--- config.mk ---
export PLATFORM = sky130hd
export DESIGN_NAME = csrs_top
export DESIGN_NICKNAME = d
export VERILOG_FILES = /design/src/shared/csrs_pkg.sv /design/src/rtl/csrs_top.sv
export VERILOG_INCLUDE_DIRS = /design/src /design/src/shared
export SDC_FILE = /design/constraint.sdc
export NUM_CORES = 1
export LEC_CHECK = 0
export BUFFER_PORTS_ARGS = -buffer_cell sky130_fd_sc_hd__buf_4
export CAP_MARGIN = 20
export CORE_ASPECT_RATIO = 1.25
export CORE_MARGIN = 4
export CORE_UTILIZATION = 25
export CTS_BUF_LIST = sky130_fd_sc_hd__clkbuf_8
export DETAILED_ROUTE_END_ITERATION = 7
export PLACE_DENSITY = 0.45
export SLEW_MARGIN = 20
export SYNTH_ARGS = -nofsm -noshare
export SYNTH_HDL_FRONTEND = slang
export SYNTH_SLANG_ARGS = --single-unit
--- constraint.sdc ---
create_clock -name aclk -period 2.3 [get_ports aclk]
set_input_delay 0.46 -clock aclk [delete_from_list [all_inputs] [get_ports aclk]]
set_output_delay 0.46 -clock aclk [all_outputs]
set_load 0.01 [all_outputs]
--- src/shared/csrs_map.svh ---
// Register indices, field positions, reset values and counts of the
// channel sync/reset select block.
// Assumes byte address = 4 * register index on a 32-bit AXI4-Lite bus.
// Functional notes
// - Interrupt-select bit: interrupt per channel output sample
// - Input-hold bit: software reset zeroes, holds input enable
// - Reset pin always holds enable, forces gated mode
// - Enable released on the sample with sync
// - Carrier-update bit: load frequency on sync pulse
// - Phase-clear option zeroes carrier phase on load
// - Without phase-clear, loads keep accumulators running continuously
// - FIR-reset bit: sync resets FIR compute engine
// - FIR engine reset lasts 32 input clocks
// - AGC-reset bit: sync resets AGC loop
// - Timing-update bit: resampler oscillator loads on sync
// - Decimation-reset bit: sync resets CIC counter
// - Serial-reset bit: sync resets serial output block
// - Divider-reset enable: serial reset also resets divider
// - Four identical 8-bit fields, channel 0 highest
// - Interrupt pin pulses 1 to 15 clocks
// - Only the reset pin clears the pulse counter
`ifndef CSRS_MAP_SVH
`define CSRS_MAP_SVH

// Register indices
`define CSRS_IDX_ROUTE 16'hf801
`define CSRS_IDX_SEL 16'hf802
`define CSRS_IDX_SCLK 16'hf803
`define CSRS_IDX_CTRL 16'hf810
`define CSRS_IDX_STAT 16'hf811
`define CSRS_IDX_ISTAT 16'hf812
`define CSRS_IDX_IMASK 16'hf813

// Field positions
`define CSRS_CH_W 8
`define CSRS_PW_LSB 20
`define CSRS_PW_W 4
`define CSRS_SDIV_BIT 4
`define CSRS_SWRST_BIT 0
`define CSRS_UNGATE_BIT 1
`define CSRS_CPH_LSB 4
`define CSRS_TPH_LSB 8

// Reset values and counts
`define CSRS_SEL_RST 32'h0000_0000
`define CSRS_PW_RST 4'h1
`define CSRS_SCLK_RST 6'h00
`define CSRS_FIR_RST_CYCLES 6'h20

`endif

--- src/shared/csrs_pkg.sv ---
// Types of the channel sync/reset select block.
// Assumes csrs_map.svh for all numeric constants.
package csrs_pkg;

    // One channel field of the select register, msb first
    typedef struct packed {
        logic int_sel;
        logic hold;
        logic carrier_upd;
        logic fir_rst;
        logic agc_rst;
        logic timing_upd;
        logic cic_rst;
        logic ser_rst;
    } csrs_sel_t;

    // Actions driven into one channel's datapath
    typedef struct packed {
        logic carrier_load;
        logic carrier_phase_clr;
        logic timing_load;
        logic timing_phase_clr;
        logic fir_reset;
        logic agc_reset;
        logic cic_reset;
        logic serial_reset;
    } csrs_act_t;

    // Decoded register
    typedef enum logic [2:0] {
        CSRS_R_NONE,
        CSRS_R_ROUTE,
        CSRS_R_SEL,
        CSRS_R_SCLK,
        CSRS_R_CTRL,
        CSRS_R_STAT,
        CSRS_R_ISTAT,
        CSRS_R_IMASK
    } csrs_reg_t;

endpackage

--- src/rtl/csrs_top.sv ---
// Channel sync/reset select logic of a four-channel downconverter.
// Assumes one 200 MHz clock; pins arrive asynchronously, channel
// output strobes come from logic on aclk.
`timescale 1ns/1ps
`include "csrs_map.svh"
module csrs_top #(
    parameter int AW = 18
)
(
    // Clock and bus reset
    input wire logic aclk,
    input wire logic aresetn,
    // AXI4-Lite write address
    input wire logic [AW-1:0] s_axi_awaddr,
    input wire logic [2:0] s_axi_awprot,
    input wire logic s_axi_awvalid,
    output logic s_axi_awready,
    // AXI4-Lite write data
    input wire logic [31:0] s_axi_wdata,
    input wire logic [3:0] s_axi_wstrb,
    input wire logic s_axi_wvalid,
    output logic s_axi_wready,
    // AXI4-Lite write response
    output logic [1:0] s_axi_bresp,
    output logic s_axi_bvalid,
    input wire logic s_axi_bready,
    // AXI4-Lite read address
    input wire logic [AW-1:0] s_axi_araddr,
    input wire logic [2:0] s_axi_arprot,
    input wire logic s_axi_arvalid,
    output logic s_axi_arready,
    // AXI4-Lite read data
    output logic [31:0] s_axi_rdata,
    output logic [1:0] s_axi_rresp,
    output logic s_axi_rvalid,
    input wire logic s_axi_rready,
    // Device pins
    input wire logic rst_pin_n,
    input wire logic sync_in_pulse,
    // Channel datapath
    input wire logic [3:0] ch_out_strobe,
    output csrs_pkg::csrs_act_t [3:0] chan_act,
    output logic ser_div_reset,
    output logic [3:0] input_enable,
    output logic input_mode_gated,
    // Interrupts
    output logic int_pin,
    output logic irq
);

    localparam logic [1:0] RESP_OKAY = 2'h0;
    localparam logic [1:0] RESP_SLVERR = 2'h2;

    // Register decode, shared by read and write paths
    function automatic csrs_pkg::csrs_reg_t idx_decode(input logic [AW-1:0] a);
        logic [15:0] idx;
        idx = 16'(a >> 2);
        if (a[1:0] != 2'h0)
            return csrs_pkg::CSRS_R_NONE;
        unique case (idx)
            `CSRS_IDX_ROUTE: return csrs_pkg::CSRS_R_ROUTE;
            `CSRS_IDX_SEL: return csrs_pkg::CSRS_R_SEL;
            `CSRS_IDX_SCLK: return csrs_pkg::CSRS_R_SCLK;
            `CSRS_IDX_CTRL: return csrs_pkg::CSRS_R_CTRL;
            `CSRS_IDX_STAT: return csrs_pkg::CSRS_R_STAT;
            `CSRS_IDX_ISTAT: return csrs_pkg::CSRS_R_ISTAT;
            `CSRS_IDX_IMASK: return csrs_pkg::CSRS_R_IMASK;
            default: return csrs_pkg::CSRS_R_NONE;
        endcase
    endfunction

    // Byte-lane merge of a write into an old word
    function automatic logic [31:0] wmerge(input logic [31:0] old, input logic [31:0] nw,
                                           input logic [3:0] strb);
        logic [31:0] r;
        r = old;
        for (int b = 0; b < 4; b++)
        begin
            if (strb[b])
                r[8*b +: 8] = nw[8*b +: 8];
        end
        return r;
    endfunction

    // Pin synchronisers; only the second stage feeds logic
    logic sync_meta_q, sync_sync_q, sync_prev_q;
    logic rstp_meta_q, rstp_sync_q;
    logic sync_evt, hw_rst;

    always_ff @(posedge aclk)
    begin
        if (!aresetn)
        begin
            sync_meta_q <= 1'b0;
            sync_sync_q <= 1'b0;
            sync_prev_q <= 1'b0;
            rstp_meta_q <= 1'b0;
            rstp_sync_q <= 1'b0;
        end
        else
        begin
            sync_meta_q <= sync_in_pulse;
            sync_sync_q <= sync_meta_q;
            sync_prev_q <= sync_sync_q;
            rstp_meta_q <= rst_pin_n;
            rstp_sync_q <= rstp_meta_q;
        end
    end

    // One event per rising edge of the sync pin
    assign sync_evt = sync_sync_q & ~sync_prev_q;
    assign hw_rst = ~rstp_sync_q;

    // Write channel state
    logic aw_hold_q, aw_hold_d, w_hold_q, w_hold_d;
    logic awready_q, awready_d, wready_q, wready_d;
    logic bvalid_q, bvalid_d;
    logic [1:0] bresp_q, bresp_d;
    logic [AW-1:0] awaddr_q, awaddr_d;
    logic [31:0] wdata_q, wdata_d;
    logic [3:0] wstrb_q, wstrb_d;
    logic wr_fire;
    csrs_pkg::csrs_reg_t wr_reg;

    assign wr_reg = idx_decode(awaddr_q);
    assign wr_fire = aw_hold_q & w_hold_q & ~bvalid_q;

    // Address and data taken in either order; response after both
    always_comb
    begin
        aw_hold_d = aw_hold_q;
        w_hold_d = w_hold_q;
        awaddr_d = awaddr_q;
        wdata_d = wdata_q;
        wstrb_d = wstrb_q;
        bvalid_d = bvalid_q;
        bresp_d = bresp_q;
        if (s_axi_awvalid && awready_q)
        begin
            aw_hold_d = 1'b1;
            awaddr_d = s_axi_awaddr;
        end
        if (s_axi_wvalid && wready_q)
        begin
            w_hold_d = 1'b1;
            wdata_d = s_axi_wdata;
            wstrb_d = s_axi_wstrb;
        end
        if (wr_fire)
        begin
            aw_hold_d = 1'b0;
            w_hold_d = 1'b0;
            bvalid_d = 1'b1;
            bresp_d = (wr_reg == csrs_pkg::CSRS_R_NONE) ? RESP_SLVERR : RESP_OKAY;
        end
        if (bvalid_q && s_axi_bready)
            bvalid_d = 1'b0;
        awready_d = ~aw_hold_d & ~bvalid_d;
        wready_d = ~w_hold_d & ~bvalid_d;
    end

    always_ff @(posedge aclk)
    begin
        if (!aresetn)
        begin
            aw_hold_q <= 1'b0;
            w_hold_q <= 1'b0;
            awready_q <= 1'b0;
            wready_q <= 1'b0;
            bvalid_q <= 1'b0;
            bresp_q <= RESP_OKAY;
            awaddr_q <= '0;
            wdata_q <= 32'h0000_0000;
            wstrb_q <= 4'h0;
        end
        else
        begin
            aw_hold_q <= aw_hold_d;
            w_hold_q <= w_hold_d;
            awready_q <= awready_d;
            wready_q <= wready_d;
            bvalid_q <= bvalid_d;
            bresp_q <= bresp_d;
            awaddr_q <= awaddr_d;
            wdata_q <= wdata_d;
            wstrb_q <= wstrb_d;
        end
    end

    // Software-visible registers
    logic [31:0] sel_q, sel_d;
    logic [3:0] pw_q, pw_d;
    logic [5:0] sclk_q, sclk_d;
    logic [3:0] cph_q, cph_d, tph_q, tph_d;
    logic gated_q, gated_d;
    logic [2:0] istat_q, istat_d, imask_q, imask_d;
    logic [31:0] old_word, new_word;
    logic sw_rst;
    logic [3:0] en_q, fir_busy, fir_done, ser_sel, int_sel_vec;
    logic [3:0] ipc_q, ipc_d;
    logic int_evt;

    // Current contents of a register, for reads and merges
    function automatic logic [31:0] rd_word(input csrs_pkg::csrs_reg_t r);
        unique case (r)
            csrs_pkg::CSRS_R_NONE: return 32'h0000_0000;
            csrs_pkg::CSRS_R_ROUTE: return {8'h00, pw_q, 20'h00000};
            csrs_pkg::CSRS_R_SEL: return sel_q;
            csrs_pkg::CSRS_R_SCLK: return {26'h0000000, sclk_q};
            csrs_pkg::CSRS_R_CTRL: return {20'h00000, tph_q, cph_q, 4'h0};
            csrs_pkg::CSRS_R_STAT: return {22'h000000, int_pin, gated_q, fir_busy, en_q};
            csrs_pkg::CSRS_R_ISTAT: return {29'h00000000, istat_q};
            csrs_pkg::CSRS_R_IMASK: return {29'h00000000, imask_q};
        endcase
    endfunction

    always_comb old_word = rd_word(wr_reg); // Follows register contents, not only the index
    assign new_word = wmerge(old_word, wdata_q, wstrb_q);
    // Software reset of the processor: a write pulse only
    assign sw_rst = wr_fire & (wr_reg == csrs_pkg::CSRS_R_CTRL) & wstrb_q[0] & wdata_q[`CSRS_SWRST_BIT];

    // Register writes; hardware-set status wins over a clear
    always_comb
    begin
        sel_d = sel_q;
        pw_d = pw_q;
        sclk_d = sclk_q;
        cph_d = cph_q;
        tph_d = tph_q;
        gated_d = gated_q;
        imask_d = imask_q;
        istat_d = istat_q;
        if (wr_fire)
        begin
            unique case (wr_reg)
                csrs_pkg::CSRS_R_SEL: sel_d = new_word;
                csrs_pkg::CSRS_R_ROUTE: pw_d = new_word[`CSRS_PW_LSB +: `CSRS_PW_W];
                csrs_pkg::CSRS_R_SCLK: sclk_d = new_word[5:0];
                csrs_pkg::CSRS_R_CTRL:
                begin
                    cph_d = new_word[`CSRS_CPH_LSB +: 4];
                    tph_d = new_word[`CSRS_TPH_LSB +: 4];
                    if (new_word[`CSRS_UNGATE_BIT])
                        gated_d = 1'b0;
                end
                csrs_pkg::CSRS_R_ISTAT: istat_d = istat_q & ~(wdata_q[2:0] & {3{wstrb_q[0]}});
                csrs_pkg::CSRS_R_IMASK: imask_d = new_word[2:0];
                csrs_pkg::CSRS_R_NONE,
                csrs_pkg::CSRS_R_STAT: ;
            endcase
        end
        if (hw_rst)
            gated_d = 1'b1;
        istat_d = istat_d | {|fir_done, int_evt, sync_evt};
    end

    always_ff @(posedge aclk)
    begin
        if (!aresetn)
        begin
            sel_q <= `CSRS_SEL_RST;
            pw_q <= `CSRS_PW_RST;
            sclk_q <= `CSRS_SCLK_RST;
            cph_q <= 4'h0;
            tph_q <= 4'h0;
            gated_q <= 1'b1;
            istat_q <= 3'h0;
            imask_q <= 3'h0;
        end
        else
        begin
            sel_q <= sel_d;
            pw_q <= pw_d;
            sclk_q <= sclk_d;
            cph_q <= cph_d;
            tph_q <= tph_d;
            gated_q <= gated_d;
            istat_q <= istat_d;
            imask_q <= imask_d;
        end
    end

    // Per-channel actions; every channel sees the same sync event
    genvar c;
    generate
        for (c = 0; c < 4; c++)
        begin : g_ch
            csrs_pkg::csrs_sel_t s;
            csrs_pkg::csrs_act_t act_d;
            logic en_d;
            logic [5:0] cnt_q, cnt_d;

            assign s = csrs_pkg::csrs_sel_t'(sel_q[`CSRS_CH_W*(3-c) +: `CSRS_CH_W]);
            assign ser_sel[c] = s.ser_rst;
            assign int_sel_vec[c] = s.int_sel;
            assign fir_busy[c] = (cnt_q != 6'h00);
            assign fir_done[c] = (cnt_q == 6'h01);

            always_comb
            begin
                en_d = en_q[c];
                if (hw_rst)
                    en_d = 1'b0;
                else if (sw_rst && s.hold)
                    en_d = 1'b0;
                else if (sync_evt)
                    en_d = 1'b1;
                cnt_d = cnt_q;
                if (sync_evt && s.fir_rst)
                    cnt_d = `CSRS_FIR_RST_CYCLES;
                else if (cnt_q != 6'h00)
                    cnt_d = cnt_q - 6'h01;
                act_d.fir_reset = (cnt_d != 6'h00);
                act_d.carrier_load = sync_evt & s.carrier_upd;
                // Phase clear only when the per-channel option is on
                act_d.carrier_phase_clr = sync_evt & s.carrier_upd & cph_q[c];
                act_d.timing_load = sync_evt & s.timing_upd;
                act_d.timing_phase_clr = sync_evt & s.timing_upd & tph_q[c];
                act_d.agc_reset = sync_evt & s.agc_rst;
                act_d.cic_reset = sync_evt & s.cic_rst;
                act_d.serial_reset = sync_evt & s.ser_rst;
            end

            always_ff @(posedge aclk)
            begin
                if (!aresetn)
                begin
                    en_q[c] <= 1'b0;
                    cnt_q <= 6'h00;
                    chan_act[c] <= '0;
                end
                else
                begin
                    en_q[c] <= en_d;
                    cnt_q <= cnt_d;
                    chan_act[c] <= act_d;
                end
            end
        end
    endgenerate

    // Interrupt pulse counter; software and sync never touch it
    assign int_evt = |(ch_out_strobe & int_sel_vec);

    always_comb
    begin
        ipc_d = ipc_q;
        if (hw_rst)
            ipc_d = 4'h0;
        else if (int_evt)
            ipc_d = (pw_q == 4'h0) ? 4'h1 : pw_q;
        else if (ipc_q != 4'h0)
            ipc_d = ipc_q - 4'h1;
    end

    // Outputs registered straight from their next values
    always_ff @(posedge aclk)
    begin
        if (!aresetn)
        begin
            ipc_q <= 4'h0;
            int_pin <= 1'b0;
            irq <= 1'b0;
            ser_div_reset <= 1'b0;
            input_mode_gated <= 1'b1;
            input_enable <= 4'h0;
        end
        else
        begin
            ipc_q <= ipc_d;
            int_pin <= (ipc_d != 4'h0);
            irq <= |(istat_d & imask_d);
            ser_div_reset <= sync_evt & sclk_q[`CSRS_SDIV_BIT] & (|ser_sel);
            input_mode_gated <= gated_d;
            input_enable <= {g_ch[3].en_d, g_ch[2].en_d, g_ch[1].en_d, g_ch[0].en_d};
        end
    end

    // Read channel: one read at a time, answer one cycle after address
    logic arready_q, arready_d, rvalid_q, rvalid_d;
    logic [31:0] rdata_q, rdata_d;
    logic [1:0] rresp_q, rresp_d;
    csrs_pkg::csrs_reg_t rd_reg;

    assign rd_reg = idx_decode(s_axi_araddr);

    always_comb
    begin
        arready_d = arready_q;
        rvalid_d = rvalid_q;
        rdata_d = rdata_q;
        rresp_d = rresp_q;
        if (s_axi_arvalid && arready_q)
        begin
            arready_d = 1'b0;
            rvalid_d = 1'b1;
            rdata_d = rd_word(rd_reg);
            rresp_d = (rd_reg == csrs_pkg::CSRS_R_NONE) ? RESP_SLVERR : RESP_OKAY;
        end
        else if (rvalid_q && s_axi_rready)
        begin
            rvalid_d = 1'b0;
            arready_d = 1'b1;
        end
    end

    always_ff @(posedge aclk)
    begin
        if (!aresetn)
        begin
            arready_q <= 1'b0;
            rvalid_q <= 1'b0;
            rdata_q <= 32'h0000_0000;
            rresp_q <= RESP_OKAY;
        end
        else
        begin
            arready_q <= arready_d | (~arready_q & ~rvalid_q);
            rvalid_q <= rvalid_d;
            rdata_q <= rdata_d;
            rresp_q <= rresp_d;
        end
    end

    assign s_axi_awready = awready_q;
    assign s_axi_wready = wready_q;
    assign s_axi_bvalid = bvalid_q;
    assign s_axi_bresp = bresp_q;
    assign s_axi_arready = arready_q;
    assign s_axi_rvalid = rvalid_q;
    assign s_axi_rdata = rdata_q;
    assign s_axi_rresp = rresp_q;

endmodule

## Yosys cells after proc, flatten, opt, wreduce, memory -nomap -nowiden

Cells that the tools add are included.

- Latch bits: 0
- Memories kept: 0
- Bits in read-only memories: 0
- Bits in writable memories: 0
- Output and inout bits: 81
- Register bits: 230

- Divide/modulo/power cells: 0
- Shift-type cells: 0
- $mul: 0
- $lt $le $gt $ge: 0
- Muxes and demuxes: 54
- Add/subtract/negate cells: 5
- Bitwise gates (word level): 53
- Reduce and logical (&&, ||, !) cells: 42
- Eq/ne operators: 35

Operators by type and width:

| kind | count |
|---|---|
| 32-bit one-hot mux with 8 select lines | 2 |
| 16-bit equality test (second input constant) | 14 |
| 6-bit two-way mux | 8 |
| 6-bit nonzero test | 8 |
| 3-bit one-hot mux with 7 select lines | 2 |
| 1-bit bitwise AND | 39 |
| 8-bit two-way mux | 4 |
| 3-bit equality test (second input constant) | 8 |
| 6-bit by 1-bit equality test with 1-bit output (second input constant) | 4 |
| 1-bit two-way mux | 24 |
| 3-bit two-way mux | 8 |
| 6-bit by 1-bit subtractor with 6-bit output (second input constant) | 4 |
| 4-bit two-way mux | 4 |
| 1-bit logical AND | 13 |
| 3-bit by 2-bit equality test with 1-bit output (second input constant) | 4 |
| 3-bit AND reduction | 4 |
| 4-bit OR reduction | 3 |
| 2-bit AND reduction | 5 |
| 3-bit bitwise AND | 3 |
| 4-bit nonzero test | 2 |
| 1-bit inverter | 7 |
| 3-bit by 1-bit equality test with 1-bit output (second input constant) | 2 |
| 3-bit zero test | 2 |
| 2-bit inequality test (second input constant) | 3 |
| 9 further kinds | 12 |

## Depth between registers and ports, before layout

Gate-level depths: netlist (run 1).

- Word-level depth: 10
- Depth in mapped cells: 8
- Mapped depth without buffers: 8

## Worst setup path after synthesis (run 1)

No wires, ideal clock.

- Path type: flip-flop to flip-flop
- From: register awaddr_q[7]
- To: register input_mode_gated
- Stages on the path, launching flop included: 8
- Required time: 2.186 ns
- Data arrival time: 2.260 ns
- Setup slack: -0.074 ns
- Clock period less this slack: 2.374 ns
- Path through: dfxtp_1 or4b_4 or4_1 or3_1 buf_6 o21ai_2 nand2_1 a21o_1

- Longest elaborated chain between the ends: 7

Ends and longest elaborated chain:

| what | RTL line | RTL |
|---|---|---|
| start, declared | csrs_top.sv:119 | `logic [AW-1:0] awaddr_q, awaddr_d;` |
| start signal, assigned | csrs_top.sv:184 | `awaddr_q <= awaddr_d;` |
| 16-bit equality test | csrs_top.sv:60 | `unique case (idx)` |
| 3-bit one-hot mux with 7 select lines (*) | csrs_top.sv:60 |  |
| 3-bit two-way mux (*) | csrs_top.sv:60 |  |
| 3-bit equality test, or another cell as far along | csrs_top.sv:205 | `unique case (r)` |
| 32-bit one-hot mux with 8 select lines | csrs_top.sv:205 |  |
| 8-bit two-way mux | csrs_top.sv:79 | `if (strb[b])` |
| 3-bit AND reduction (no line) (*) | -- |  |
| end signal, assigned | csrs_top.sv:374 | `input_mode_gated <= gated_d;` |
| end, declared | csrs_top.sv:45 | `output logic input_mode_gated,` |

Every way passes the cells marked *; elsewhere a longest branch is shown, timed or not. The select of a mux whose other input is x is not followed.
A chain may end at the register's enable or synchronous reset.

## Worst setup path after layout (run 1)

- From: register awaddr_q[5]
- To: register cph_q[2]

- Longest elaborated chain between the ends: 6

Ends and longest elaborated chain:

| what | RTL line | RTL |
|---|---|---|
| 16-bit equality test | csrs_top.sv:60 |  |
| 3-bit one-hot mux with 7 select lines (*) | csrs_top.sv:60 |  |
| 3-bit two-way mux (*) | csrs_top.sv:60 |  |
| 3-bit equality test, or another cell as far along | csrs_top.sv:205 |  |
| 32-bit one-hot mux with 8 select lines | csrs_top.sv:205 |  |
| 8-bit two-way mux | csrs_top.sv:79 |  |
| end signal, assigned | csrs_top.sv:275 | `cph_q <= cph_d;` |
| end, declared | csrs_top.sv:194 | `logic [3:0] cph_q, cph_d, tph_q, tph_d;` |

Marked as above.

==> results of run 1 <==
==> cell type report <==
| class | count | area (um^2) | share of cell area |
|---|---|---|---|
| antenna | 1 | 2.50 | 0.000204 |
| clock buffer | 51 | 702 | 0.0573 |
| multi-input combinational | 758 | 4420 | 0.361 |
| tap | 474 | 593 | 0.0484 |
| clock inverter | 19 | 139 | 0.0113 |
| timing repair buffer | 227 | 1840 | 0.151 |
| inverter | 17 | 63.8 | 0.00521 |
| sequential | 224 | 4480 | 0.366 |
==> worst max-delay path, stage by stage, from the launching register on <==
cell and delay [ns]:
dfxtp_1 0.31, or4_4 0.53, or4_4 0.56, or3_4 0.39, buf_12 0.15, buf_6 0.12, a31o_2 0.22, a31oi_1 0.15
==> timing repair <==
| action | CTS | global route |
|---|---|---|
| pin swaps | 11 | 28 |
| hold buffers | 0 | 0 |
| endpoints found under the hold margin | 0 | 0 |
| endpoints found under the setup margin | 51 | 60 |
| resized for setup | 14 | 47 |
| setup buffers | 3 | 10 |
| cloned | 1 | 1 |
==> registers in the layout (all words and copies together), names as in the netlist, 3 cells and up <==
register,count
chan_act,32
s_axi_rdata,32
sel_q,32
wdata_q,32
g_ch.cnt_q,24
awaddr_q,18
sclk_q,6
cph_q,4
ipc_q,4
pw_q,4
tph_q,4
wstrb_q,4
imask_q,3
input_enable,3
istat_q,3
==> where the power goes <==
part	leakage [nW]	switching (mW)	total [mW]	internal [mW]
Combinational	2.60	1.11	1.98	0.864
Sequential	1.82	0.294	4.47	4.18
Clock	0.472	1.68	3.90	2.22
==> path summary, 6_finish.rpt <==
kind / from / endpoint / slack, ns / cells past startpoint
hold reg to reg: sync_meta_q$_SDFF_PN0_ / sync_sync_q$_SDFF_PN0_ / 0.43 / 1
hold / removal: s_axi_rready / s_axi_rvalid$_SDFFE_PN0P_ / 0.11 / 2
setup reg to reg: awaddr_q[5]$_SDFFE_PN0P_ / cph_q[2]$_SDFFE_PN0P_ / -0.20 / 7
setup / recovery: awaddr_q[5]$_SDFFE_PN0P_ / cph_q[2]$_SDFFE_PN0P_ / -0.20 / 7
==> per-stage QoR <==
stage | util | setup slack [ns] | total power [mW] | area [um^2] | TNS [ns]
2_1_floorplan | - | -0.0144 | 5.89 | 9030 | -0.0435
3_3_place_gp | 0.311 | -0.258 | 6.53 | 11000 | -7.01
5_1_grt | 0.345 | -0.265 | 10.9 | 12200 | -9.11
6_report | 0.345 | -0.197 | 10.3 | 12200 | -5.40
4_1_cts | 0.337 | -0.196 | 10.5 | 12000 | -5.66
3_5_place_dp | 0.311 | -0.283 | 6.53 | 11000 | -8.14
==> layer usage <==
metal | track usage | vias up | wire (um)
li1 | - | 4152 | -
met1 | 0.202 | 3808 | 13900
met2 | 0.264 | 203 | 15200
met3 | 0.0302 | 37 | 1610
met4 | 0.0420 | 0 | 570
met5 | 0 | - | 0
==> cells by family (layout without fill, tap and decap cells) <==
family,count (synthesis),after routing,synth area share
xor+xnor,17,17,0.0165
mux,20,20,0.0228
other cells,1,3,0.000416
flops,224,224,0.498
fa+ha+maj,10,10,0.0139
buf+inv,79,314,0.0363
compound gates,263,263,0.183
simple gates,446,446,0.229
==> cell usage after synthesis (3+ instances only) <==
master | n | share of area
a211oi_1 | 15 | 0.013
a21o_1 | 3 | 0.0025
a21oi_1 | 109 | 0.061
a221o_1 | 4 | 0.0044
a22o_1 | 29 | 0.028
a22oi_1 | 20 | 0.017
a31oi_1 | 14 | 0.0097
and2_1 | 22 | 0.015
and3_1 | 28 | 0.019
buf_1 | 6 | 0.0025
buf_2 | 3 | 0.0017
buf_4 | 5 | 0.0042
clkbuf_1 | 47 | 0.020
dfxtp_1 | 224 | 0.50
ha_1 | 10 | 0.014
inv_1 | 16 | 0.0067
mux2_2 | 4 | 0.0050
mux2i_1 | 16 | 0.018
nand2_1 | 217 | 0.090
nand2b_1 | 5 | 0.0035
nand3_1 | 28 | 0.016
nand3b_1 | 4 | 0.0033
nand4_1 | 3 | 0.0021
nand4b_1 | 3 | 0.0029
nor2_1 | 66 | 0.028
nor2b_1 | 8 | 0.0056
nor3_1 | 32 | 0.018
nor4_1 | 12 | 0.0083
o21ai_0 | 38 | 0.021
o21ai_1 | 6 | 0.0033
o31ai_1 | 5 | 0.0042
or3_1 | 3 | 0.0021
or4_1 | 6 | 0.0050
xnor2_1 | 13 | 0.013
xor2_1 | 4 | 0.0039
==> impl_metrics.prom, run 1 <==
# TYPE chip_impl_metric gauge
chip_impl_info{name="run_status",value="complete, but fails checks"} 1
chip_impl_info{name="violated_checks",value="negative setup slack"} 1
chip_impl_metric{name="synth.distinct_cells",unit=""} 63
chip_impl_metric{name="placed_cells",unit=""} 1687
chip_impl_metric{name="floorplan.io_pins",unit=""} 172
chip_impl_metric{name="leakage",unit="nW"} 4.89
chip_impl_metric{name="synth_edf_count",unit=""} 0
chip_impl_metric{name="fmax",unit="GHz"} 0.400
chip_impl_info{name="rsz0062_at_grt",value="true"} 1
chip_impl_metric{name="die-width",unit="um"} 178
chip_impl_metric{name="fp-row-count",unit=""} 77
chip_impl_metric{name="max-cap-violations",unit=""} 0
chip_impl_metric{name="first_global_vias",unit=""} 8084
chip_impl_metric{name="syn-mean-instance-area",unit="um^2"} 8.50
chip_impl_metric{name="tritoncts_num_sinks",unit=""} 224
chip_impl_metric{name="grt_antenna_before_repair",unit=""} 0
chip_impl_metric{name="route.antenna.remaining_nets",unit=""} 0
chip_impl_metric{name="design.core.area",unit="um^2"} 35500
chip_impl_metric{name="worstPathArrival",unit="ns"} 2.97
chip_impl_metric{name="clock_tree.htree_level_count",unit=""} 2
chip_impl_metric{name="grt_max_degree",unit=""} 98
chip_impl_metric{name="cts-buffers-inserted",unit=""} 39
chip_impl_info{name="cts-root-buf",value="clkbuf_8"} 1
chip_impl_info{name="hold_path_class",value="in2reg"} 1
chip_impl_metric{name="finalWorstSetupSlack",unit="ns"} -0.197
chip_impl_metric{name="worst_ir_drop_vdd",unit="uV"} 293
chip_impl_metric{name="timing.final.crit_share",unit=""} 1.09
chip_impl_info{name="crit_path_end_kind",value="flip-flop"} 1
chip_impl_metric{name="cts_buffer_depth",unit=""} 3
chip_impl_metric{name="postRouteWirelength",unit="um"} 31300
chip_impl_metric{name="fin_crit",unit="ns"} 2.50
chip_impl_metric{name="grt_overflow",unit=""} 0
chip_impl_metric{name="detail_route.iter0.violations",unit=""} 392
chip_impl_metric{name="synthesis.yosys.warnings",unit=""} 0
chip_impl_metric{name="post_synth_instance_area",unit="um^2"} 9010
chip_impl_metric{name="cp_data_required_time",unit="ns"} 2.78
chip_impl_metric{name="drive_above_1_share",unit=""} 0.260
chip_impl_metric{name="gr-usage-all-layers",unit=""} 0.155
chip_impl_metric{name="layout-area-overhead-vs-synth",unit="%"} 35.9
chip_impl_metric{name="timing.max_slew.rel_slack",unit=""} 0.502
chip_impl_metric{name="routed-via-count",unit=""} 8200
chip_impl_metric{name="post_layout_nets",unit=""} 1368
chip_impl_info{name="cts_tree",value="yes"} 1
chip_impl_metric{name="post_layout_nonfiller_instances",unit=""} 1771
chip_impl_metric{name="worst-slew-pin-transition",unit="ns"} 0.746
chip_impl_metric{name="clk-insertion-delay-late",unit="ns"} 0.55
chip_impl_metric{name="post-dp-hpwl",unit="um"} 22800
chip_impl_metric{name="gpl.final_weighted_congestion",unit=""} 0.879
chip_impl_metric{name="floorplan.initialDensity",unit=""} 0.254
chip_impl_metric{name="placement.io_buffers",unit=""} 163
chip_impl_info{name="most_frequent_standard_cell_in_the_layout_excluding_fill_and_tap_cells",value="dfxtp_1"} 1
chip_impl_info{name="critical_path.startpoint_type",value="flip-flop"} 1
chip_impl_metric{name="path_max_fanout",unit=""} 4
chip_impl_metric{name="synth_seq_area_share",unit=""} 0.498
chip_impl_metric{name="grt_first_pass_wirelength",unit="um"} 47200
chip_impl_metric{name="firstDrtPassIters",unit=""} 5
chip_impl_metric{name="final-max-slew-violation-count",unit=""} 0
chip_impl_metric{name="route.detailed.wl_per_inst",unit="um"} 17.7
chip_impl_metric{name="fp.dieArea",unit="um^2"} 39100
chip_impl_metric{name="viasPerCell",unit=""} 4.63
chip_impl_metric{name="synthCells",unit=""} 1060
chip_impl_metric{name="post-route-drc-count",unit=""} 0
chip_impl_metric{name="fin_skew",unit="ns"} 0.0110
chip_impl_metric{name="power.density_cell_area",unit="nW/um^2"} 845
chip_impl_info{name="dominantRegCellSynth",value="dfxtp_1"} 1
chip_impl_metric{name="synthArstFlopShare",unit=""} 0
chip_impl_metric{name="fillerInstances",unit=""} 3790
chip_impl_info{name="crit_type",value="reg2reg"} 1
chip_impl_metric{name="final_hold_violating_endpoints",unit=""} 0
chip_impl_metric{name="clkTransAtPathRegs",unit="ns"} 0.06
chip_impl_metric{name="hold-worst-slack",unit="ns"} 0.108
chip_impl_info{name="final_cell_mix",value="dfxtp_1, nand2_1, buf_4"} 1
chip_impl_metric{name="final-setup-viol-count",unit=""} 51
chip_impl_metric{name="ys_seq_elements",unit=""} 224
chip_impl_metric{name="fp.dieH",unit="um"} 220
(Power assumes the default switching activity.)
==> run 2, diff against run 1 <==
Settings changed: CELL_PAD_IN_SITES_DETAIL_PLACEMENT set to 1, CELL_PAD_IN_SITES_GLOBAL_PLACEMENT set to 1, PLACE_DENSITY 0.45 to 0.56.
==> impl_metrics.prom, run 2 (synthesized netlist as in run 1, its figures left out) <==
# TYPE chip_impl_metric gauge
chip_impl_metric{name="route.detailed.wl_per_inst",unit="um"} 18.9
chip_impl_info{name="violated_checks",value="negative setup slack"} 1
chip_impl_metric{name="grt_overflow",unit=""} 0
chip_impl_metric{name="leakage",unit="nW"} 4.84
chip_impl_metric{name="max-cap-violations",unit=""} 0
chip_impl_metric{name="cp_data_required_time",unit="ns"} 2.74
chip_impl_metric{name="fp.dieH",unit="um"} 220
chip_impl_info{name="most_frequent_standard_cell_in_the_layout_excluding_fill_and_tap_cells",value="dfxtp_1"} 1
chip_impl_metric{name="post-route-drc-count",unit=""} 0
chip_impl_metric{name="worstPathArrival",unit="ns"} 2.92
chip_impl_info{name="min-delay-start",value="s_axi_rready"} 1
chip_impl_metric{name="cts_buffer_depth",unit=""} 3
chip_impl_metric{name="post_layout_nets",unit=""} 1367
chip_impl_metric{name="viasPerCell",unit=""} 4.79
chip_impl_metric{name="grt_first_pass_wirelength",unit="um"} 50700
chip_impl_metric{name="path_max_fanout",unit=""} 5
chip_impl_metric{name="postRouteWirelength",unit="um"} 33300
chip_impl_metric{name="routed-via-count",unit=""} 8469
chip_impl_info{name="crit_path_cell_trace",value="or4_4, or4_4, or3_4, buf_6, o21ai_4, nand2_1, a21o_1"} 1
chip_impl_metric{name="fp-row-count",unit=""} 77
chip_impl_metric{name="timing.final.crit_share",unit=""} 1.07
chip_impl_metric{name="placement.io_buffers",unit=""} 163
chip_impl_info{name="critical_path.startpoint_type",value="flip-flop"} 1
chip_impl_metric{name="preCtsSetupSlack",unit="ns"} -0.253
chip_impl_metric{name="placed_cells",unit=""} 1690
chip_impl_metric{name="finalWorstSetupSlack",unit="ns"} -0.171
chip_impl_metric{name="floorplan.io_pins",unit=""} 172
chip_impl_info{name="r2r_start",value="awaddr_q[5]$_SDFFE_PN0P_"} 1
chip_impl_metric{name="route.antenna.remaining_nets",unit=""} 0
chip_impl_metric{name="post_layout_nonfiller_instances",unit=""} 1767
chip_impl_info{name="crit_start",value="awaddr_q[5]$_SDFFE_PN0P_"} 1
chip_impl_metric{name="firstDrtPassIters",unit=""} 4
chip_impl_metric{name="die-width",unit="um"} 178
chip_impl_metric{name="final_hold_violating_endpoints",unit=""} 0
chip_impl_metric{name="gpl.final_weighted_congestion",unit=""} 0.844
chip_impl_metric{name="clock_tree.htree_level_count",unit=""} 2
chip_impl_metric{name="fin_crit",unit="ns"} 2.47
chip_impl_metric{name="tritoncts_num_sinks",unit=""} 224
chip_impl_metric{name="worst-slew-pin-transition",unit="ns"} 0.940
chip_impl_info{name="run_status",value="complete, but fails checks"} 1
chip_impl_metric{name="timing.max_slew.rel_slack",unit=""} 0.372
chip_impl_metric{name="first_global_vias",unit=""} 8806
chip_impl_info{name="crit_path_slowest_cell",value="or4_4"} 1
chip_impl_info{name="cts_tree",value="yes"} 1
chip_impl_metric{name="placement.cell_area",unit="um^2"} 11100
chip_impl_metric{name="fmax",unit="GHz"} 0.405
chip_impl_info{name="cpMostUsedCell",value="or4_4"} 1
chip_impl_metric{name="grt_max_degree",unit=""} 57
chip_impl_info{name="final_cell_mix",value="dfxtp_1, buf_4, nand2_1"} 1
chip_impl_metric{name="grt_antenna_before_repair",unit=""} 0
chip_impl_metric{name="clkTransAtPathRegs",unit="ns"} 0.06
chip_impl_metric{name="worst_ir_drop_vdd",unit="uV"} 299
chip_impl_metric{name="drive_above_1_share",unit=""} 0.300
chip_impl_metric{name="fp.dieArea",unit="um^2"} 39100
chip_impl_metric{name="post-dp-hpwl",unit="um"} 24600
chip_impl_metric{name="clk-insertion-delay-late",unit="ns"} 0.57
chip_impl_metric{name="crit_path_max_incr_delay",unit="ns"} 0.54
chip_impl_metric{name="power.density_cell_area",unit="nW/um^2"} 833
chip_impl_metric{name="fin_skew",unit="ns"} 0.0293
chip_impl_info{name="hold_path_class",value="in2reg"} 1
chip_impl_metric{name="gr-usage-all-layers",unit=""} 0.165
chip_impl_metric{name="final-setup-viol-count",unit=""} 48
chip_impl_metric{name="design.core.area",unit="um^2"} 35500
chip_impl_info{name="rsz0062_at_grt",value="true"} 1
chip_impl_info{name="cts-root-buf",value="clkbuf_8"} 1
chip_impl_metric{name="antenna_cells",unit=""} 0
chip_impl_metric{name="final_design_area_no_fill",unit="um^2"} 12400
chip_impl_metric{name="floorplan.initialDensity",unit=""} 0.254
chip_impl_metric{name="pwr_total",unit="mW"} 10.3
chip_impl_metric{name="cts-buffers-inserted",unit=""} 40
chip_impl_metric{name="final-max-slew-violation-count",unit=""} 0
chip_impl_metric{name="layout-area-overhead-vs-synth",unit="%"} 37.8
chip_impl_info{name="crit_path_end_kind",value="flip-flop"} 1
chip_impl_info{name="crit_type",value="reg2reg"} 1
chip_impl_metric{name="detail_route.iter0.violations",unit=""} 271
==> run 2: worst max-delay path, delay by kind of cell (launching register included) <==
family,cells,cell delay [ns]
AND/OR/NAND/NOR,4,1.55
AO/OA/AOI/OAI,2,0.37
flip-flops,1,0.32
buffers and inverters,1,0.14
==> run 2: repair_timing <==
action,4_1_cts,5_1_grt
hold buffers,0,0
endpoints found under the setup margin,53,59
pin swaps,30,55
resized for setup,34,90
cloned,2,0
buffers inserted,4,5
==> run 2: metrics by stage <==
step	hold slack, ns	setup TNS (ns)	utilization
6_report	0.0912	-3.44	0.350
3_5_place_dp	0.422	-8.65	0.312
2_1_floorplan	0.412	-0.0435	-
5_1_grt	0.0763	-7.22	0.350
4_1_cts	0.0561	-3.80	0.341
3_3_place_gp	0.418	-7.42	0.312
==> run 2: where the power goes <==
part | leakage, nW | internal, mW | switching (mW)
registers | 1.82 | 4.18 | 0.307
clock network | 0.457 | 2.13 | 1.68
logic | 2.56 | 0.876 | 1.17
total | 4.84 | 7.18 | 3.16
==> run 2: final timing paths <==
kind / cells after the start / slack (ns) / end
setup / recovery: 7 / -0.17 / input_mode_gated$_SDFFE_PN1P_
hold / removal: 2 / 0.09 / s_axi_rvalid$_SDFFE_PN0P_
setup reg to reg: 7 / -0.17 / input_mode_gated$_SDFFE_PN1P_
hold reg to reg: 1 / 0.44 / rstp_sync_q$_SDFF_PN0_
==> run 2: final cells by class <==
class                           count  area, um^2
Sequential cell                   224        4490
Multi-Input combinational cell    758        4630
Tap cell                          474         593
Clock buffer                       52         716
Timing Repair Buffer              225        1820
Fill cell                        4233       23000
Clock inverter                     17         103
Inverter                           17        63.8
==> run 2: routing by layer <==
layer,GRT usage,part of all wire,vias to the layer above
met5,0,0,-
met4,0.0601,0.030,0
met3,0.0270,0.038,60
met2,0.287,0.50,182
met1,0.207,0.43,4093
li1,-,-,4134
